===== src/hw/bsf_cfg.svh =====
// Constants for the bit-set-in-file instruction unit.
// Assumes inclusion by bare name from the design files.
`ifndef BFI_CFG_SVH
`define BFI_CFG_SVH
// ==========================================================
// Encoding
`define BFI_OPCODE 4'h8
`define BFI_OP_HI 15
`define BFI_OP_LO 12
`define BFI_BIT_HI 11
`define BFI_BIT_LO 9
`define BFI_ACC_POS 8
`define BFI_ADR_HI 7
`define BFI_ADR_LO 0
// ==========================================================
// Addressing
`define BFI_IDX_LIMIT 8'h5f
`define BFI_ACC_HI_BANK 4'hf
`define BFI_ACC_SPLIT 8'h60
// ==========================================================
// Register bus offsets (byte addresses) and control register bit positions
`define BFI_REG_INSTR 4'h0
`define BFI_REG_CTRL 4'h4
`define BFI_REG_STAT 4'h8
`define BFI_REG_RESULT 4'hc
`define BFI_CTRL_BANK_LO 0
`define BFI_CTRL_XINST 8
`define BFI_CTRL_BASE_LO 16
`endif


===== src/hw/bsf_pkg.sv =====
// Types for the bit-set-in-file instruction unit.
// Assumes nothing beyond a SystemVerilog compiler.
package bfi_pkg;
	// ==========================================================
	// Quarter-cycle phases
	typedef enum logic [3:0] {
		BFI_Q1 = 4'b0001,
		BFI_Q2 = 4'b0010,
		BFI_Q3 = 4'b0100,
		BFI_Q4 = 4'b1000
	} bfi_phase_e;
	typedef logic [11:0] bfi_addr_t;
endpackage : bfi_pkg


===== src/hw/bsf_bit_set.sv =====
// Sets one selected bit of a byte, leaves the rest.
// Assumes a plain combinational context.
`timescale 1ns/100ps
module bfi_bit_set
(
	input wire logic [7:0] din,
	input wire logic [2:0] bit_idx,
	output logic [7:0] dout
);
	// ==========================================================
	// Mask or
	always_comb
	begin
		dout = din | (8'h01 << bit_idx);
	end
endmodule : bfi_bit_set


===== src/hw/bsf_core.sv =====
// Bit-set-in-file instruction unit with Avalon-MM register slave.
// Assumes a data memory port that answers reads combinationally.
//
// Contract
// - Opcode 1000, then bit, access, address
// - Set chosen bit only, no flags
// - Access bit zero uses quick-access bank
// - Access bit one uses bank select
// - Extended set, low address: indexed offset
//
// The address map and the Avalon-MM interface to the registers were decided locally.
`timescale 1ns/100ps
`include "bsf_cfg.svh"
module bfi_core
(
	input wire logic ref_clk,
	input wire logic resetn,
	input wire logic [3:0] avs_address,
	input wire logic avs_read,
	input wire logic avs_write,
	input wire logic [31:0] avs_writedata,
	input wire logic [3:0] avs_byteenable,
	output logic [31:0] avs_readdata,
	output logic avs_waitrequest,
	output logic [11:0] mem_addr,
	input wire logic [7:0] mem_rdata,
	output logic [7:0] mem_wdata,
	output logic mem_we,
	output logic busy
);
	// ==========================================================
	// Registers
	logic [15:0] instr_r;
	logic [3:0] bank_sel_r;
	logic xinst_r;
	logic [11:0] idx_base_r;
	logic start_r;
	logic done_r;
	logic illegal_r;
	logic [7:0] result_r;
	logic [7:0] rd_data_r;
	logic [11:0] addr_r;
	logic [7:0] mod_data;
	logic rsp_r;
	logic [31:0] rdata_r;
	bfi_pkg::bfi_phase_e phase_r;
	bfi_pkg::bfi_phase_e phase_nxt;
	logic active_r;
	logic is_op;
	logic acc_bit;
	logic [7:0] f_adr;
	logic [2:0] bit_idx;
	bfi_pkg::bfi_addr_t eff_addr;
	bfi_pkg::bfi_addr_t idx_addr;
	bfi_pkg::bfi_addr_t quick_addr;
	bfi_pkg::bfi_addr_t bank_addr;
	logic [31:0] rd_mux;
	logic wr_ok;
	logic instr_hit;
	logic ctrl_hit;

	// ==========================================================
	// Bus slave: one wait state per access
	always_comb
	begin
		avs_waitrequest = (avs_read | avs_write) & ~rsp_r;
	end

	// Toggle gives exactly one wait state, so no request can starve
	always_ff @(posedge ref_clk)
	begin
		if (!resetn)
			rsp_r <= 1'b0;
		else
			rsp_r <= (avs_read | avs_write) & ~rsp_r;
	end

	// Writes take effect on the edge waitrequest is low
	always_comb
	begin
		wr_ok = avs_write & rsp_r;
		instr_hit = wr_ok & (avs_address == `BFI_REG_INSTR);
		ctrl_hit = wr_ok & (avs_address == `BFI_REG_CTRL);
	end

	// ==========================================================
	// Read path
	always_comb
	begin
		case (avs_address)
			`BFI_REG_INSTR: rd_mux = {16'h0000, instr_r};
			`BFI_REG_CTRL: rd_mux = {4'h0, idx_base_r, 7'h00, xinst_r, 4'h0, bank_sel_r};
			`BFI_REG_STAT: rd_mux = {29'h0, illegal_r, done_r, active_r};
			`BFI_REG_RESULT: rd_mux = {24'h0, result_r};
			default: rd_mux = 32'h0000_0000;
		endcase
	end

	// Captured in the wait cycle so data stand when waitrequest drops
	always_ff @(posedge ref_clk)
	begin
		if (!resetn)
			rdata_r <= 32'h0000_0000;
		else if (avs_read & ~rsp_r)
			rdata_r <= rd_mux;
	end

	always_comb
	begin
		avs_readdata = rdata_r;
	end

	// ==========================================================
	// Register writes
	always_ff @(posedge ref_clk)
	begin
		if (!resetn)
			start_r <= 1'b0;
		else
			start_r <= instr_hit & ~active_r;
	end

	// Launch refused while busy; instruction word stays
	// Lanes 2 and 3 of the instruction word are ignored
	always_ff @(posedge ref_clk)
	begin
		if (!resetn)
			instr_r <= 16'h0000;
		else if (instr_hit && !active_r)
		begin
			if (avs_byteenable[0])
				instr_r[7:0] <= avs_writedata[7:0];
			if (avs_byteenable[1])
				instr_r[15:8] <= avs_writedata[15:8];
		end
	end

	// Changing control mid-instruction is allowed; address is latched
	always_ff @(posedge ref_clk)
	begin
		if (!resetn)
		begin
			bank_sel_r <= 4'h0;
			xinst_r <= 1'b0;
			idx_base_r <= 12'h000;
		end
		else if (ctrl_hit)
		begin
			if (avs_byteenable[0])
				bank_sel_r <= avs_writedata[3:0];
			if (avs_byteenable[1])
				xinst_r <= avs_writedata[`BFI_CTRL_XINST];
			if (avs_byteenable[2])
				idx_base_r[7:0] <= avs_writedata[23:16];
			if (avs_byteenable[3])
				idx_base_r[11:8] <= avs_writedata[27:24];
		end
	end

	// ==========================================================
	// Decode
	always_comb
	begin
		is_op = instr_r[`BFI_OP_HI:`BFI_OP_LO] == `BFI_OPCODE;
		bit_idx = instr_r[`BFI_BIT_HI:`BFI_BIT_LO];
		acc_bit = instr_r[`BFI_ACC_POS];
		f_adr = instr_r[`BFI_ADR_HI:`BFI_ADR_LO];
	end

	// ==========================================================
	// Address forming
	// Indexed sum wraps within the 12-bit data space
	always_comb
	begin
		idx_addr = 12'(idx_base_r + {4'h0, f_adr});
		bank_addr = {bank_sel_r, f_adr};
		// Low part maps to bank 0, upper part to the special-function bank
		if (f_adr < `BFI_ACC_SPLIT)
			quick_addr = {4'h0, f_adr};
		else
			quick_addr = {`BFI_ACC_HI_BANK, f_adr};
	end

	// Indexed mode wins over the quick-access bank for low addresses
	always_comb
	begin
		if (!acc_bit && xinst_r && f_adr <= `BFI_IDX_LIMIT)
			eff_addr = idx_addr;
		else if (!acc_bit)
			eff_addr = quick_addr;
		else
			eff_addr = bank_addr;
	end

	// ==========================================================
	// Phase sequencer
	always_comb
	begin
		case (phase_r)
			bfi_pkg::BFI_Q1: phase_nxt = bfi_pkg::BFI_Q2;
			bfi_pkg::BFI_Q2: phase_nxt = bfi_pkg::BFI_Q3;
			bfi_pkg::BFI_Q3: phase_nxt = bfi_pkg::BFI_Q4;
			bfi_pkg::BFI_Q4: phase_nxt = bfi_pkg::BFI_Q1;
			default: phase_nxt = bfi_pkg::BFI_Q1;
		endcase
	end

	// Decode phase is the start cycle itself
	always_ff @(posedge ref_clk)
	begin
		if (!resetn)
			phase_r <= bfi_pkg::BFI_Q1;
		else if (start_r && is_op)
			phase_r <= bfi_pkg::BFI_Q2;
		else if (active_r)
			phase_r <= phase_nxt;
	end

	always_ff @(posedge ref_clk)
	begin
		if (!resetn)
			active_r <= 1'b0;
		else if (start_r && is_op)
			active_r <= 1'b1;
		else if (active_r)
			active_r <= phase_r != bfi_pkg::BFI_Q4;
	end

	// ==========================================================
	// Datapath
	always_ff @(posedge ref_clk)
	begin
		if (!resetn)
			addr_r <= 12'h000;
		else if (start_r && is_op)
			addr_r <= eff_addr;
	end

	// Memory answers combinationally, so Q2 sees the addressed byte
	always_ff @(posedge ref_clk)
	begin
		if (!resetn)
			rd_data_r <= 8'h00;
		else if (active_r && phase_r == bfi_pkg::BFI_Q2)
			rd_data_r <= mem_rdata;
	end

	always_ff @(posedge ref_clk)
	begin
		if (!resetn)
			result_r <= 8'h00;
		else if (active_r && phase_r == bfi_pkg::BFI_Q3)
			result_r <= mod_data;
	end

	bfi_bit_set u_set
	(
		.din(rd_data_r),
		.bit_idx(bit_idx),
		.dout(mod_data)
	);

	// ==========================================================
	// Completion status
	// Core status flags are never touched; done/illegal only
	always_ff @(posedge ref_clk)
	begin
		if (!resetn)
			done_r <= 1'b0;
		else if (start_r)
			done_r <= 1'b0;
		else if (active_r && phase_r == bfi_pkg::BFI_Q4)
			done_r <= 1'b1;
	end

	// Bad opcode launches nothing, so no write can follow it
	always_ff @(posedge ref_clk)
	begin
		if (!resetn)
			illegal_r <= 1'b0;
		else if (start_r)
			illegal_r <= ~is_op;
	end

	// ==========================================================
	// Outputs
	always_comb
	begin
		mem_addr = addr_r;
	end

	always_comb
	begin
		mem_wdata = result_r;
	end

	// Single write strobe per instruction, in the last phase
	always_comb
	begin
		mem_we = active_r & (phase_r == bfi_pkg::BFI_Q4);
	end

	always_comb
	begin
		busy = active_r;
	end
endmodule : bfi_core


===== config.mk =====
export PLATFORM = sky130hd
export DESIGN_NAME = bfi_core
export DESIGN_NICKNAME = d
export VERILOG_FILES = /design/src/hw/bsf_pkg.sv /design/src/hw/bsf_bit_set.sv /design/src/hw/bsf_core.sv
export VERILOG_INCLUDE_DIRS = /design/src /design/src/hw
export SDC_FILE = /design/constraint.sdc
export NUM_CORES = 1
export LEC_CHECK = 0
export BUFFER_PORTS_ARGS = -buffer_cell sky130_fd_sc_hd__buf_2
export CAP_MARGIN = 20
export CELL_PAD_IN_SITES_DETAIL_PLACEMENT = 1
export CELL_PAD_IN_SITES_GLOBAL_PLACEMENT = 1
export CORE_MARGIN = 5
export CORE_UTILIZATION = 40
export DETAILED_ROUTE_END_ITERATION = 16
export MAX_ROUTING_LAYER = met4
export PLACE_DENSITY = 0.86
export SYNTH_ARGS = -nofsm -noshare
export SYNTH_HDL_FRONTEND = slang
export SYNTH_SLANG_ARGS = --single-unit

===== constraint.sdc =====
create_clock -name ref_clk -period 2.2 [get_ports ref_clk]
set_clock_uncertainty 0.1 [all_clocks]
set_input_delay 0.44 -clock ref_clk [delete_from_list [all_inputs] [get_ports ref_clk]]
set_output_delay 0.44 -clock ref_clk [all_outputs]
set_load 0.1 [all_outputs]

==> metrics.cfg <==
[sta]
period_needed_ns = 2.17
drv_slew = 0
timing.slew.headroom = 0.604
max_freq_mhz = 460
rsz0062_at_grt = true
layout_worst_path_cycle_share = 0.989
setup_violations = 0
hold_violations = 0
setup_tns_ns = 0
worst_pin_slew_ns = 0.593
layout_setup_ws_ns = 0.0251
holdWs_ns = 0.191

[yosys]
synth_top_area_cell = dfxtp_1
synth_cells = 491
yosysSeqAreaShare = 0.444
synth_edf_count = 0
ys_ff_latch = 98
synth_top_cell_area_share = 0.444
async_reset_ff_frac = 0
synthFlopType = dfxtp_1
netlist_top_cells_area = dfxtp_1 (44%), mux2i_1 (6.1%), nand2_1 (4.4%)
syn_area_sq_um = 4420
synthDistinctLibCells = 52
ys_warn_count = 0
avgSynthCellArea_sq_um = 9.00

[critical_path]
worst-r2r-setup-slack_ns = 0.03
critPathKind = reg -> reg
crit_path_start_kind = flip-flop
worstPathMaxFanout = 3
critPathArrivalTime_ns = 2.33
cp-end-kind = flip-flop
cpMostUsedCell = inv_1
ff2ff_path_depth = 9
crit_slowest_cell = a221o_1
path_cells = ha_1, inv_1, fa_2, inv_1, a21o_1, a221o_1, o2111ai_1, xor2_1, o22ai_1
worstReg2RegStart = instr_r[0]
reg2reg_to = mem_addr[10]
required_ns = 2.36
cpPeakStageDelay_ns = 0.39

[clock_tree]
cts-root-buf = clkbuf_8
post_cts_buffers = 0
clock_sinks = 98
cts.reportedPaths.clkPinSlew_ns = 0.09
cts_max_path_buffers = 2
cts_tree = yes
clock_latency_ns = 0.38
htree_levels = 3
cts_made_buffers = 9

[grt]
met2_usage = 0.341
overflow = 0
grt_max_degree = 44
use_met1 = 0.260
gr-usage-met3 = 0.0389
grt_pass1_vias = 4328
grtUsageTotal = 0.212
antenna_found_initial = 3
busiest_layer = met2
grt_pass1_wl_um = 21600

[route]
wl_per_cell_um = 18.6
drc_errors = 0
routed_wl_um = 13600
viasPerCell = 5.49
firstDrtPassIters = 4
postRouteAntennaNets = 0
drt_iter0_markers = 157
vias = 4035

[worst_hold_path]
whs_endpoint = rd_data_r[5]
holdPathStages = 3
hold_class = in -> reg
worstHoldStart = mem_rdata[5]

[floorplanning]
die-area_sq_um = 13200
die_w_um = 115
ios = 107
initial_utilization = 0.407
rows = 38
coreArea_sq_um = 10800
die_h_um = 115

[run_status]
outcome = completed

[finish]
syn2layout_area_growth_pct = 21.4
fin_nets = 649
drive_gt1_frac = 0.250
finish.utilization = 0.495

[pwr]
powerDensity_nw_per_um2 = 620
power.leakage_nw = 2.39
ir_drop_uv = 334

[placement]
preCtsSetupSlack_ns = 0.0958
place_hpwl_um = 9970
routabilityCongestion = 0.919
io_buffers = 98

[job]
maxCapViolCount = 0

==> timing repair <==
| action | 4_1_cts | 5_1_grt |
|---|---|---|
| hold buffers | 0 | 0 |
| endpoints found under the setup margin | 0 | 4 |
| gates resized for setup | 0 | 5 |
==> cell usage after synthesis, types with 4 or more instances <==
master and number:
dfxtp_1 98, nand2_1 52, nor2_1 51, a21oi_1 37
nand3_1 29, mux2i_1 27, nor2b_1 23, a22oi_1 20
clkbuf_1 18, a21boi_0 11, inv_1 10, a31oi_1 9
ha_1 8, nor3_1 8, a21o_1 7, o21ai_0 7
xor2_1 6, buf_2 5, a22o_1 4, buf_4 4
o211a_1 4
==> flip-flops by register name (all words and copies together), names as in the netlist, 4 cells and up <==
register,flops
mem_wdata,8
instr_r,16
avs_readdata,28
bank_sel_r,4
rd_data_r,8
mem_addr,12
idx_base_r,12
phase_r,4
==> worst max path at each step <==
| stage | start | to | slack, ns |
|---|---|---|---|
| global placement | instr_r[0] | mem_addr[8] | 0.15 |
| CTS | phase_r[1] | mem_we | 0.01 |
| global route | start_r | mem_addr[9] | -0.01 |
| floorplan | instr_r[0] | mem_addr[10] | 0.25 |
| detailed placement | instr_r[0] | mem_addr[10] | 0.1 |
| finish | instr_r[0] | mem_addr[10] | 0.03 |
==> worst max-delay path: cells and delay by family, from the launching register on <==
kind	cells	cell delay [ns]
AO/OA/AOI/OAI	4	0.90
XOR/XNOR	1	0.19
adder cells (fa/ha/maj)	2	0.41
buffers and inverters	2	0.12
flip-flops	1	0.33
==> report_power, final <==
group | internal [mW] | leakage, nW | switching [mW]
logic | 0.0605 | 1.50 | 0.141
clock network | 0.696 | 0.108 | 0.646
registers | 1.78 | 0.791 | 0.00416
==> cell usage in the layout (no fill, tap or decap), types with 4 or more instances in the layout <==
cell type   n
buf_2      97
nor2_1     50
xor2_1      6
nand3_1    29
nand2_1    52
a21oi_1    37
buf_4      16
o21ai_0     7
a22oi_1    20
dfxtp_1    95
inv_1      10
a31oi_1     9
a21o_1      7
clkbuf_8   11
nor3_1      8
a22o_1      4
mux2i_1    27
nor2b_1    23
o211a_1     4
a21boi_0   11
ha_1        7
conb_1      4
==> area by class of cell <==
class                           instances  area [sq um]
Antenna cell                            3          7.51
Clock buffer                           11           151
Clock inverter                          4          75.1
Fill cell                            1323          5480
Inverter                               10          37.5
Multi-Input combinational cell        353          2300
Sequential cell                        98          1970
Tap cell                              140           175
Timing Repair Buffer                  116           653
==> logic make-up after synthesis <==
| group | count (synthesis) | synth area share |
|---|---|---|
| adder cells (fa/ha/maj) | 9 | 0.0272 |
| XOR/XNOR | 8 | 0.0159 |
| AO/OA/AOI/OAI | 119 | 0.182 |
| other | 1 | 0.000849 |
| AND/OR/NAND/NOR | 182 | 0.203 |
| multiplexers | 31 | 0.0816 |
| buffers and inverters | 43 | 0.0450 |
| flip-flops | 98 | 0.444 |
==> through the flow <==
step           total power, mW  area [sq um]  cells
6_report                  3.32          5360    735
5_1_grt                   3.43          5360    735
4_1_cts                   3.33          5330    731
3_5_place_dp              2.02          5100    716
3_3_place_gp              2.01          5100    716
2_1_floorplan             1.95          4430    494
==> per-layer routing <==
| metal | vias to the layer above | wire [um] |
|---|---|---|
| met2 | 100 | 6620 |
| met3 | 29 | 598 |
| met5 | - | 0 |
| met1 | 1979 | 6030 |
| met4 | 0 | 388 |
| li1 | 1927 | - |
(Power assumes the default switching activity.)
